File: src/csm_pkg.sv
// constants, types and register map of the configuration session handler
// assumes a front-end that splits each text message into typed fields
//
// Overview of operation
// only the session opener may close it; code commits on any close while a session is open
// close comes after all announced definitions
// only the creator deletes a configuration; code deletes on any delete naming a stored configuration
// deleting an name_not_found_code name returns an error
// names are 1 to 16 characters, unique
// any error message aborts the open session
// error carries source name and cause code
// name_not_found_code name or absent next gives name_not_found_code
// full stores or reused name refused
// per-category count mismatch gets its code
// bad definition content gets category code
// sub-channel definitions only inside session
// sub-channel defined before component references it
// sub-channel id, form and field ranges
// lengths in characters, numbers as decimal text
// stream definitions only inside session
// sender defines needed streams and spare slices
// sender states peak and average rates
// sender states packet protection and length
// announced rates kept for buffer sizing
// count definitions per category, check at close
package csm_pkg;
  localparam int NAME_CHARS = 16;
  localparam int NAME_W = 8 * NAME_CHARS;
  localparam int NCAT = 5;
  localparam int CNT_W = 14;
  localparam int RATE_W = 18;
  localparam int ADDR_W = 8;
  localparam logic [4:0] NAME_LEN_MIN = 5'h01;
  localparam logic [4:0] NAME_LEN_MAX = 5'h10;
  localparam logic [4:0] LEN_NEXT = 5'h04;
  localparam logic [4:0] LEN_CURRENT = 5'h07;
  // first character sits in the low byte
  localparam logic [NAME_W-1:0] NAME_NEXT = 128'h5458454e;
  localparam logic [NAME_W-1:0] NAME_CURRENT = 128'h544e4552525543;
  // ****************************************
  // sub-channel field limits
  // ****************************************
  localparam logic [7:0] SLICE_ID_MAX = 8'h3f;
  localparam logic [7:0] FORM_LONG = 8'h4c;
  localparam logic [7:0] FORM_SHORT = 8'h53;
  localparam logic [7:0] OPTION_MAX = 8'h07;
  localparam logic [7:0] PROT_MIN = 8'h01;
  localparam logic [7:0] PROT_MAX = 8'h04;
  localparam logic [9:0] SIZE_MIN = 10'h004;
  localparam logic [9:0] SIZE_MAX = 10'h360;
  localparam logic [7:0] TABLE_MAX = 8'h01;
  localparam logic [7:0] INDEX_MAX = 8'h3f;
  localparam logic [2:0] CAT_STREAM = 3'h1;
  localparam logic [2:0] CAT_COMPONENT = 3'h2;
  // ****************************************
  // register map
  // ****************************************
  localparam logic [ADDR_W-1:0] REG_CTRL = 8'h00;
  localparam logic [ADDR_W-1:0] REG_STATUS = 8'h04;
  localparam logic [ADDR_W-1:0] REG_ERROR = 8'h08;
  localparam logic [ADDR_W-1:0] REG_PEAK = 8'h0c;
  localparam logic [ADDR_W-1:0] REG_AVG = 8'h10;
  localparam int CTRL_NEXT_BIT = 0;
  localparam int STATUS_SESS_BIT = 0;
  localparam int STATUS_NEXT_BIT = 1;
  localparam int STATUS_STORE_LSB = 8;
  localparam int ERROR_COUNT_LSB = 16;
  typedef enum logic [3:0] {
    kind_open, kind_close, kind_delete, kind_request, kind_error,
    kind_slice, kind_stream, kind_component, kind_service, kind_figfile
  } csm_kind_t;
  typedef enum logic [3:0] {
    cause_none, name_not_found_code, stores_full_code, name_used_code,
    slice_count_bad_code, stream_count_bad_code, component_count_bad_code,
    service_count_bad_code, info_file_count_bad_code,
    slice_def_bad_code, stream_def_bad_code, component_def_bad_code,
    service_def_bad_code, info_file_def_bad_code
  } csm_cause_t;
endpackage

File: src/csm_handler.sv
// configuration session handler: recipient side of the definition exchange
// assumes messages arrive pre-decoded, one-cycle msg_valid, on clk_sys
`timescale 1ns/1ns
module csm_handler #(
  parameter int NSTORE = 4,
  parameter int ERRCNT_W = 16
) (
  // clock and reset
  input wire logic clk_sys,
  input wire logic nrst,
  // apb slave
  input wire logic psel,
  input wire logic penable,
  input wire logic pwrite,
  input wire logic [csm_pkg::ADDR_W-1:0] paddr,
  input wire logic [31:0] pwdata,
  output logic [31:0] prdata,
  output logic pready,
  output logic pslverr,
  // decoded incoming message
  input wire logic msg_valid,
  input wire csm_pkg::csm_kind_t msg_kind,
  input wire logic [csm_pkg::NAME_W-1:0] msg_name,
  input wire logic [4:0] msg_name_len,
  input wire logic [csm_pkg::NCAT*csm_pkg::CNT_W-1:0] msg_counts,
  input wire logic [7:0] msg_slice_id,
  input wire logic [7:0] msg_form,
  input wire logic [7:0] msg_field3,
  input wire logic [7:0] msg_field4,
  input wire logic [9:0] msg_size,
  input wire logic [7:0] msg_ref_slice,
  input wire logic [csm_pkg::RATE_W-1:0] msg_rate_peak,
  input wire logic [csm_pkg::RATE_W-1:0] msg_rate_avg,
  input wire logic msg_fields_ok,
  // outgoing error message
  output logic err_valid,
  output logic [csm_pkg::NAME_W-1:0] err_name,
  output csm_pkg::csm_cause_t err_cause,
  // answers and state
  output logic del_done,
  output logic req_hit,
  output logic session_open,
  output logic [NSTORE-1:0] store_used,
  output logic [csm_pkg::RATE_W-1:0] rate_peak,
  output logic [csm_pkg::RATE_W-1:0] rate_avg
);
  localparam int SLOT_W = (NSTORE > 1) ? $clog2(NSTORE) : 1;
  localparam int CW = csm_pkg::CNT_W;

  // ****************************************
  // state
  // ****************************************
  logic [NSTORE-1:0] used_ff;
  logic [csm_pkg::NAME_W-1:0] name_ff [NSTORE];
  logic [4:0] len_ff [NSTORE];
  logic [CW-1:0] ann_ff [csm_pkg::NCAT], rcv_ff [csm_pkg::NCAT];
  logic sess_ff, err_valid_ff, del_done_ff, req_hit_ff, next_pending_ff;
  logic [csm_pkg::NAME_W-1:0] sess_name_ff, err_name_ff;
  logic [4:0] sess_len_ff;
  logic [SLOT_W-1:0] sess_slot_ff;
  logic [63:0] seen_ff;
  csm_pkg::csm_cause_t err_cause_ff, last_cause_ff, cause;
  logic [ERRCNT_W-1:0] err_cnt_ff;
  logic [csm_pkg::RATE_W-1:0] peak_ff, avg_ff;
  logic [31:0] prdata_ff;

  // ****************************************
  // message decode
  // ****************************************
  logic [NSTORE-1:0] match;
  logic [csm_pkg::NCAT-1:0] mism;
  logic [SLOT_W-1:0] free_idx;
  logic [2:0] bad_cat;
  logic hit, free_any, cnt_bad, fire, open_go, commit, abort, bump, del_go, req_go;

  wire name_ok = msg_name_len >= csm_pkg::NAME_LEN_MIN
    && msg_name_len <= csm_pkg::NAME_LEN_MAX;
  wire is_next = msg_name_len == csm_pkg::LEN_NEXT && msg_name == csm_pkg::NAME_NEXT;
  wire is_current = msg_name_len == csm_pkg::LEN_CURRENT
    && msg_name == csm_pkg::NAME_CURRENT;
  wire [2:0] cat_idx = 3'(msg_kind - csm_pkg::kind_slice);
  wire is_def = msg_kind >= csm_pkg::kind_slice;
  // numeric fields arrive already converted from decimal text
  wire long_ok = msg_field3 <= csm_pkg::OPTION_MAX
    && msg_field4 >= csm_pkg::PROT_MIN && msg_field4 <= csm_pkg::PROT_MAX
    && msg_size >= csm_pkg::SIZE_MIN && msg_size <= csm_pkg::SIZE_MAX;
  wire short_ok = msg_field3 <= csm_pkg::TABLE_MAX
    && msg_field4 <= csm_pkg::INDEX_MAX;
  // a repeated slice id in one session counts as bad content
  wire slice_ok = msg_slice_id <= csm_pkg::SLICE_ID_MAX
    && !seen_ff[msg_slice_id[5:0]]
    && ((msg_form == csm_pkg::FORM_LONG && long_ok)
    || (msg_form == csm_pkg::FORM_SHORT && short_ok));
  wire ref_ok = msg_ref_slice <= csm_pkg::SLICE_ID_MAX
    && seen_ff[msg_ref_slice[5:0]];
  wire content_ok = (msg_kind == csm_pkg::kind_slice) ? slice_ok :
    (msg_kind == csm_pkg::kind_component) ? (msg_fields_ok && ref_ok) : msg_fields_ok;
  wire [3:0] def_cause = 4'(csm_pkg::slice_def_bad_code) + {1'b0, cat_idx};
  wire [3:0] cnt_cause = 4'(csm_pkg::slice_count_bad_code) + {1'b0, bad_cat};

  assign hit = |match;

  generate
    for (genvar s = 0; s < NSTORE; s++) begin : g_store
      assign match[s] = used_ff[s] && len_ff[s] == msg_name_len && name_ff[s] == msg_name;
      always_ff @(posedge clk_sys or negedge nrst) begin
        if (!nrst) begin
          used_ff[s] <= 1'b0;
          name_ff[s] <= '0;
          len_ff[s] <= '0;
        end else if (commit && sess_slot_ff == SLOT_W'(s)) begin
          used_ff[s] <= 1'b1;
          name_ff[s] <= sess_name_ff;
          len_ff[s] <= sess_len_ff;
        end else if (del_go && match[s]) begin
          used_ff[s] <= 1'b0; // any delete naming a stored configuration clears it, creator not checked
        end
      end
    end
    for (genvar c = 0; c < csm_pkg::NCAT; c++) begin : g_cat
      assign mism[c] = rcv_ff[c] != ann_ff[c];
      always_ff @(posedge clk_sys or negedge nrst) begin
        if (!nrst) begin
          ann_ff[c] <= '0;
          rcv_ff[c] <= '0;
        end else if (open_go) begin
          ann_ff[c] <= msg_counts[c*CW +: CW];
          rcv_ff[c] <= '0;
        end else if (bump && cat_idx == 3'(c)) begin
          rcv_ff[c] <= rcv_ff[c] + CW'(1);
        end
      end
    end
  endgenerate

  always_comb begin
    free_idx = '0;
    free_any = 1'b0;
    for (int i = NSTORE - 1; i >= 0; i--) begin
      if (!used_ff[i]) begin
        free_idx = SLOT_W'(i);
        free_any = 1'b1;
      end
    end
  end

  // lowest category wins when several counts are off
  always_comb begin
    cnt_bad = 1'b0;
    bad_cat = '0;
    for (int c = csm_pkg::NCAT - 1; c >= 0; c--) begin
      if (mism[c]) begin
        cnt_bad = 1'b1;
        bad_cat = 3'(c);
      end
    end
  end

  // ****************************************
  // message handling
  // ****************************************
  always_comb begin
    fire = 1'b0;
    cause = csm_pkg::cause_none;
    open_go = 1'b0;
    commit = 1'b0;
    abort = 1'b0;
    bump = 1'b0;
    del_go = 1'b0;
    req_go = 1'b0;
    if (msg_valid) begin
      case (msg_kind)
        csm_pkg::kind_open: begin
          if (sess_ff || !name_ok || is_next || is_current || hit) begin
            fire = 1'b1;
            cause = csm_pkg::name_used_code;
          end else if (!free_any) begin
            fire = 1'b1;
            cause = csm_pkg::stores_full_code;
          end else begin
            open_go = 1'b1;
          end
        end
        csm_pkg::kind_close: begin
          // a close for a session the far side did not open is dropped
          if (sess_ff && cnt_bad) begin
            fire = 1'b1;
            cause = csm_pkg::csm_cause_t'(cnt_cause);
          end else if (sess_ff) begin
            commit = 1'b1; // commits on any close while a session is open, close name not compared
          end
        end
        csm_pkg::kind_delete: begin
          if (!name_ok || !hit) begin
            fire = 1'b1;
            cause = csm_pkg::name_not_found_code;
          end else begin
            del_go = 1'b1;
          end
        end
        csm_pkg::kind_request: begin
          if ((is_next && next_pending_ff) || is_current || (name_ok && hit)) begin
            req_go = 1'b1;
          end else begin
            fire = 1'b1;
            cause = csm_pkg::name_not_found_code;
          end
        end
        csm_pkg::kind_error: begin
          abort = 1'b1;
        end
        default: begin
          if (is_def && (!sess_ff || !content_ok)) begin
            fire = 1'b1;
            cause = csm_pkg::csm_cause_t'(def_cause);
          end else if (is_def) begin
            bump = 1'b1;
          end
        end
      endcase
    end
  end

  wire own_name = msg_kind == csm_pkg::kind_open || msg_kind == csm_pkg::kind_delete
    || msg_kind == csm_pkg::kind_request;
  wire [csm_pkg::NAME_W-1:0] nxt_err_name = own_name ? msg_name : sess_name_ff;
  wire sess_end = fire || abort || commit;

  always_ff @(posedge clk_sys or negedge nrst) begin
    if (!nrst) begin
      sess_ff <= 1'b0;
      sess_name_ff <= '0;
      sess_len_ff <= '0;
      sess_slot_ff <= '0;
      seen_ff <= '0;
    end else if (open_go) begin
      sess_ff <= 1'b1;
      sess_name_ff <= msg_name;
      sess_len_ff <= msg_name_len;
      sess_slot_ff <= free_idx;
      seen_ff <= '0;
    end else begin
      if (sess_end) begin
        sess_ff <= 1'b0;
      end
      if (bump && cat_idx == '0) begin
        seen_ff[msg_slice_id[5:0]] <= 1'b1;
      end
    end
  end

  always_ff @(posedge clk_sys or negedge nrst) begin
    if (!nrst) begin
      err_valid_ff <= 1'b0;
      err_name_ff <= '0;
      err_cause_ff <= csm_pkg::cause_none;
      del_done_ff <= 1'b0;
      req_hit_ff <= 1'b0;
    end else begin
      err_valid_ff <= fire;
      del_done_ff <= del_go;
      req_hit_ff <= req_go;
      if (fire) begin
        err_name_ff <= nxt_err_name;
        err_cause_ff <= cause;
      end
    end
  end

  // rates of the last accepted stream definition, for buffer sizing
  always_ff @(posedge clk_sys or negedge nrst) begin
    if (!nrst) begin
      peak_ff <= '0;
      avg_ff <= '0;
      last_cause_ff <= csm_pkg::cause_none;
      err_cnt_ff <= '0;
    end else begin
      if (bump && cat_idx == csm_pkg::CAT_STREAM) begin
        peak_ff <= msg_rate_peak;
        avg_ff <= msg_rate_avg;
      end
      if (fire) begin
        last_cause_ff <= cause;
        err_cnt_ff <= err_cnt_ff + ERRCNT_W'(1);
      end
    end
  end

  // ****************************************
  // apb registers
  // ****************************************
  wire setup = psel && !penable;
  wire access = psel && penable;
  wire sel_ctrl = paddr == csm_pkg::REG_CTRL;
  wire sel_status = paddr == csm_pkg::REG_STATUS;
  wire sel_error = paddr == csm_pkg::REG_ERROR;
  wire sel_peak = paddr == csm_pkg::REG_PEAK;
  wire sel_avg = paddr == csm_pkg::REG_AVG;
  wire mapped = sel_ctrl || sel_status || sel_error || sel_peak || sel_avg;
  wire [31:0] ctrl_word = 32'(next_pending_ff) << csm_pkg::CTRL_NEXT_BIT;
  wire [31:0] status_word = (32'(sess_ff) << csm_pkg::STATUS_SESS_BIT)
    | (32'(next_pending_ff) << csm_pkg::STATUS_NEXT_BIT)
    | (32'(used_ff) << csm_pkg::STATUS_STORE_LSB);
  wire [31:0] error_word = 32'(last_cause_ff)
    | (32'(err_cnt_ff) << csm_pkg::ERROR_COUNT_LSB);
  wire [31:0] rd_word = sel_ctrl ? ctrl_word : sel_status ? status_word :
    sel_error ? error_word : sel_peak ? 32'(peak_ff) : sel_avg ? 32'(avg_ff) : 32'h0;

  // read data captured in setup so it stands through the access phase
  always_ff @(posedge clk_sys or negedge nrst) begin
    if (!nrst) begin
      prdata_ff <= '0;
      next_pending_ff <= 1'b0;
    end else begin
      if (setup && !pwrite) begin
        prdata_ff <= rd_word;
      end
      if (access && pwrite && sel_ctrl) begin
        next_pending_ff <= pwdata[csm_pkg::CTRL_NEXT_BIT];
      end
    end
  end

  assign pready = 1'b1;
  assign pslverr = access && !mapped;
  assign prdata = prdata_ff;
  assign err_valid = err_valid_ff;
  assign err_name = err_name_ff;
  assign err_cause = err_cause_ff;
  assign del_done = del_done_ff;
  assign req_hit = req_hit_ff;
  assign session_open = sess_ff;
  assign store_used = used_ff;
  assign rate_peak = peak_ff;
  assign rate_avg = avg_ff;
endmodule

File: config.mk
export PLATFORM = sky130hd
export DESIGN_NAME = csm_handler
export DESIGN_NICKNAME = d
export VERILOG_FILES = /design/src/csm_pkg.sv /design/src/csm_handler.sv
export SDC_FILE = /design/constraint.sdc
export NUM_CORES = 2
export LEC_CHECK = 0
export ABC_AREA = 1
export BUFFER_PORTS_ARGS = -buffer_cell sky130_fd_sc_hd__buf_2
export CORE_MARGIN = 5
export CORE_UTILIZATION = 30
export DETAILED_ROUTE_END_ITERATION = 7
export GPL_ROUTABILITY_DRIVEN = 0
export HOLD_SLACK_MARGIN = 0.12
export MAX_ROUTING_LAYER = met4
export PLACE_DENSITY_LB_ADDON = 0.2
export REMOVE_ABC_BUFFERS = 1
export SYNTH_ARGS = -nofsm -noshare
export SYNTH_HDL_FRONTEND = slang
export SYNTH_SLANG_ARGS = --single-unit
File: constraint.sdc
create_clock -name clk_sys -period 6.7 [get_ports clk_sys]
set_input_delay 1.005 -clock clk_sys [delete_from_list [all_inputs] [get_ports clk_sys]]
set_output_delay 1.005 -clock clk_sys [all_outputs]
set_load 0.02 [all_outputs]
Yosys cells after proc, flatten, opt, wreduce, memory -nomap -nowiden
Cells that the tools add are included. Widths: inputs -> output; s select.

Bitwise operators: 4. Multiplexer cells: 90. Reductions and logical operators: 87. Add/sub/neg operators: 9. Equal/unequal tests: 36. $lt $le $gt $ge: 15.

Operators by type and width (count): $eq 128x128->1 (4); $mux 14 (10); $eq 128x31->1 const B (1); $eq 128x55->1 const B (1); $mux 128 (1); $mux 64 (2); $mux 32 (3); $add 14x1->14 const B (5); $ne 14x14->1 (5); $or 64x64->64 (1); $mux 1 (53); $logic_and 1x1->1 (46); $mux 18 (2); $or 4x32->32 (1); $le 8x6->1 const B (3); $eq 5x5->1 (4); $pmux 4 s5 (1); $reduce_bool 2->1 (10); $logic_or 1x1->1 (17); $add 16x1->16 const B (1); $eq 8x4->1 const B (2); $eq 8x7->1 const B (2); $le 8x3->1 const B (2); $mux 3 (5); other kinds (37) (59).

Bits in registers: 1096. Input bits: 340. Logic and storage cells: 278. Output and inout bits: 210.

Logic depth before layout (Yosys ltp)
Depth after elaboration: 19. Depth in mapped cells: 24.

Worst setup path after synthesis
Ideal clock, no wire load.

Path kind: input-to-reg. Start: in msg_slice_id[2]. End: reg err_cnt_ff[2]. Arrival time: 2.999 ns. Slack: 3.578 ns. Required time: 6.577 ns. Setup time: 0.123 ns. Stages on the path: 19. Cell sequence: buf_4 inv_1 nor3_1 buf_2 a22oi_1 nand4_1 nand2_1 nand2_1 nor2_1 nand3_1 a21oi_1 nand2_1 nand2_1 nand2_2 nand3_2 buf_4 buf_4 o21ai_0 nand2_1.

Longest elaborated chain between the ends: 12. Elaborated cells on any way between the ends: 13.

Ends and longest elaborated chain: from (decl) (line csm_handler.sv:26) `input wire logic [7:0] msg_slice_id,`; $bmux 1 s6 (line csm_handler.sv:91) `&& !seen_ff[msg_slice_id[5:0]]`; $mux 1 (not written as such) (line csm_handler.sv:91); $logic_not 1->1 (line csm_handler.sv:91); $logic_and 1x1->1 (*) (line csm_handler.sv:91); $logic_and 1x1->1 (*) (line csm_handler.sv:92) `&& ((msg_form == csm_pkg::FORM_LONG && long_ok)`; $mux 1 (*) (line csm_handler.sv:96) `wire content_ok = (msg_kind == csm_pkg::kind_slice) ? slice_ok :`; $logic_not 1->1 (*) (line csm_handler.sv:213) `if (is_def && (!sess_ff || !content_ok)) begin`; $logic_or 1x1->1 (*) (line csm_handler.sv:213); $logic_and 1x1->1 (*) (line csm_handler.sv:213); $mux 1 (*) (line csm_handler.sv:213); $pmux 1 s5 (*) (line csm_handler.sv:172) `case (msg_kind)`; $mux 1 (*) (line csm_handler.sv:171) `if (msg_valid) begin`; to (signal assigned) (line csm_handler.sv:284) `err_cnt_ff <= err_cnt_ff + ERRCNT_W'(1);`; to (decl) (line csm_handler.sv:63) `logic [ERRCNT_W-1:0] err_cnt_ff;`.

Mark *: on every way between the ends. The rest lies on a longest branch, timed or not. The select of a mux whose other input is x is not followed. A chain may end at the register's enable or synchronous reset.

Worst setup path in the final report
Start: in msg_name[60] (netlist name). End: reg ann_ff[22] (netlist name).

Longest elaborated chain between the ends: 8. Elaborated cells on any way between the ends: 19.

Ends and longest elaborated chain: from (decl) (line csm_handler.sv:23) `input wire logic [csm_pkg::NAME_W-1:0] msg_name,`; $eq 128x31->1 (line csm_handler.sv:78) `wire is_next = msg_name_len == csm_pkg::LEN_NEXT && msg_name == csm_pkg::NAME_NEXT;`; $logic_and 1x1->1 (line csm_handler.sv:78); $logic_or 1x1->1 (2 in series) (line csm_handler.sv:174) `if (sess_ff || !name_ok || is_next || is_current || hit) begin`; $logic_or 1x1->1 (*) (line csm_handler.sv:174); $mux 1 (*) (line csm_handler.sv:174); $mux 1 (*) (line csm_handler.sv:172); $mux 1 (*) (line csm_handler.sv:171); to (signal, indexed assignment) (line csm_handler.sv:127) `ann_ff[c] <= msg_counts[c*CW +: CW];`; to (decl) (line csm_handler.sv:56) `logic [CW-1:0] ann_ff [csm_pkg::NCAT], rcv_ff [csm_pkg::NCAT];`.

Mark *: on every way between the ends. The rest lies on a longest branch, timed or not.

==> impl_metrics.env <==
export IMPL_drt_iter0_markers=5855
export IMPL_p_int_w=0.0123
export IMPL_synth_top_area_cell="dfrtp_1"
export IMPL_hold_slack_ns=0.269
export IMPL_fin_worst_skew_ns=0.0387
export IMPL_finalCritPeriodShare_pct=67.7
export IMPL_rsz0062_at_grt="false"
export IMPL_worst_pin_slew_ns=1.25
export IMPL_routed_wl_mm=228
export IMPL_syn_inst=7211
export IMPL_fp_dieW_um=436
export IMPL_post_synth_top_count_cell="nand2_1"
export IMPL_vias=50100
export IMPL_viasPerCell=4.95
export IMPL_cts_htree_levels=4
export IMPL_num_rows=156
export IMPL_startpoint="msg_name[60]"
export IMPL_yosysWarnings=0
export IMPL_r2r_end="err_name[97]"
export IMPL_fin_cells=10100
export IMPL_fin_ws_ns=2.16
export IMPL_synth_edf_count=0
export IMPL_clkLatencyLatePin_ns=0.80
export IMPL_worstPathCellList="buf_2, clkinv_1, o21ai_0, nor2_1, nand2_1, nor2_1, nand2_1, nor2_1, nand3_1, nor2_1, nor2_1, nand2_1, nor3_1, nand3_4, inv_4, buf_4, o21ai_0"
export IMPL_rr_worst_depth=21
export IMPL_cp_endpoint="ann_ff[22]"
export IMPL_status="completed"
export IMPL_dp_cells=9837
export IMPL_fin_crit_ns=4.54
export IMPL_power_total_w=0.0176
export IMPL_numCtsBuffers=137
export IMPL_cp_end_kind="register"
export IMPL_final_cell_area_sq_um=64000
export IMPL_synth_distinct_cells=47
export IMPL_postCtsHoldBufs=0
export IMPL_seq_area_sq_um=27400
export IMPL_reg2reg_slack_ns=2.36
export IMPL_startpoint_type="input pin"
export IMPL_async_flop_share_pct=100
export IMPL_nFillCells=19300
export IMPL_grt_pass1_wl_mm=326
export IMPL_drc=0
export IMPL_clk_transition_reported_paths_ns=0.06
export IMPL_synth_seq_cells=1096
export IMPL_clk_path_buf_depth=3
export IMPL_dieArea_sq_um=190000
export IMPL_grt_pass1_vias=46300
export IMPL_post_cts_resized=0
export IMPL_worstReg2RegStart="name_ff[289]"
export IMPL_yosys_area_top_type_share_pct=50.5
export IMPL_p_per_area_nw_per_um2=276
export IMPL_setup_viol=0
export IMPL_grtUsageTotal_pct=23.9
export IMPL_nNetsFinal=7958
export IMPL_maxSlewViolCount=0
export IMPL_min_path_type="in2async"
export IMPL_synth_top_cells_by_area="dfrtp_1 (50%), nand2_1 (17%), o21ai_0 (10%)"
export IMPL_final_hold_viol_count=0
export IMPL_synth_avg_cell_area_sq_um=7.53
export IMPL_p_leak_nw=30.2
export IMPL_critPathMaxFanout=96
export IMPL_clockPowerShare_pct=43.6
export IMPL_dpl_instance_area_sq_um=59200
export IMPL_power_frac_seq_pct=42.2
export IMPL_start_util_pct=30.1
export IMPL_area_delta_synth_final_pct=17.7
export IMPL_clock_sinks=1096
export IMPL_grt_max_degree=179
export IMPL_grt_overflow=0
export IMPL_crit_required_ns=7.32
export IMPL_cts_tree="yes"
export IMPL_max_cap_viol_count=0
export IMPL_synth_seq_area_share_pct=50.5
export IMPL_slowest_stage="buf_4"
export IMPL_dr_pass1_iters=6
export IMPL_synth_common_cells="nand2_1 (2459), o21ai_0 (1104), dfrtp_1 (1096)"
export IMPL_drive_above_1_share_pct=11.3
export IMPL_syn_cell_area_sq_um=54300
export IMPL_hpwl_mm=170
export IMPL_ant_nets=0
export IMPL_die_h_um=436
export IMPL_combPwrFrac_pct=14.2
export IMPL_antenna_found_initial=66
export IMPL_worst_endpoint_arrival_ns=5.15
export IMPL_design_core_area_sq_um=180000
export IMPL_crit_type="in2reg"
export IMPL_fmax_mhz=220
export IMPL_dp_slack_ns=1.32
export IMPL_p_sw_w=0.00532
export IMPL_clockRootBuffer="clkbuf_16"
export IMPL_io_pins=550
export IMPL_synth_flop_cell="dfrtp_1"
export IMPL_ir_drop_v=0.000162
export IMPL_crit_path_frequent_cell="nor2_1"
export IMPL_max_stage_delay_ns=0.78
export IMPL_slew_headroom_pct=16.0
export IMPL_io_buffers=516
export IMPL_multi_input_area_sq_um=22700
export IMPL_drt_wirelength_per_cell_um=22.5
export IMPL_switching_share_pct=30.2
export IMPL_post_cts_setup_buffers=0
## through the flow
step                       TNS, ns  util, %
after floorplan           -2979.46        -
after global placement           0     32.8
after detailed placement         0     32.8
after CTS                        0     35.4
after global routing             0     35.5
final                            0     35.5
## cells by family (layout without fill, tap and decap cells)
| family | count (synthesis) | in the layout | synth area share (%) |
|---|---|---|---|
| buffers and inverters | 1087 | 1590 | 7.91 |
| other | 1 | 44 | 0.00690 |
| AO/OA/AOI/OAI | 1375 | 1375 | 12.9 |
| flip-flops | 1096 | 1096 | 50.5 |
| AND/OR/NAND/NOR | 3455 | 3455 | 25.4 |
| XOR/XNOR | 185 | 185 | 2.98 |
| adder cells (fa/ha/maj) | 12 | 12 | 0.276 |
## critical path, delay by kind of cell
family / cells / cell delay [ns]
buf+inv: 4 / 1.57
compound gates: 2 / 0.77
simple gates: 11 / 1.73
## power by group through the flow
stage	sequential, W	clock, W	combinational (W)
after floorplan	0.00773	0	0.00102
final	0.00743	0.00769	0.00251
after global placement	0.00753	0	0.00250
after CTS	0.00743	0.00785	0.00254
after detailed placement	0.00754	0	0.00253
after global routing	0.00749	0.00812	0.00275
## registers in the layout (all words and copies together) (netlist names), 2 cells and up
name           cells
seen_ff           64
last_cause_ff      4
len_ff            20
rate_peak         18
store_used         4
rcv_ff            70
prdata            32
sess_name_ff     128
name_ff          512
err_cnt_ff        16
sess_slot_ff       2
rate_avg          18
sess_len_ff        5
err_name         128
ann_ff            70
## cell type report
type	count	area share, %
clock inverters	48	0.908
flip-flops and latches	1096	42.9
inverters	760	4.46
diodes	43	0.168
clock buffers	199	6.31
repair buffers	583	5.15
multi-input cells	5028	35.5
well taps	2370	4.64
## cells in the final DEF, fill, tap and decap left out, drive strengths merged, types with 27 or more instances in the layout
cell type	netlist	routed
or2	33	33
buf	110	583
dfrtp	1096	1096
diode	0	43
nor2	580	580
inv	753	764
nand4	82	82
nor3	56	56
clkbuf	217	199
nand2	2461	2461
a21oi	90	90
a31oi	61	61
nor4	43	43
o22ai	27	27
xnor2	132	132
o21ai	1185	1185
nand3	182	182
clkinv	7	35
xor2	53	53
## worst min-delay path by stage
stage	startpoint	to	slack, ns	depth (start not counted)
2_1_floorplan	err_cnt_ff[13]	err_cnt_ff[13]	0.44	2
3_3_place_gp	prdata[14]	prdata[14]	0.46	2
3_5_place_dp	err_cnt_ff[13]	err_cnt_ff[13]	0.46	2
4_1_cts	nrst	name_ff[379]	0.26	1
5_1_grt	nrst	name_ff[12]	0.29	1
6_report	nrst	name_ff[379]	0.27	1
## layer usage
layer	vias to the layer above	wire length, um	GRT usage, %
met3	429	16800	4.03
met1	24000	93400	30.4
met4	0	11300	11.2
met2	2070	106000	37.3
li1	23700	-	-
met5	-	0	-
No activity file was read; power rests on OpenSTA's default activity.
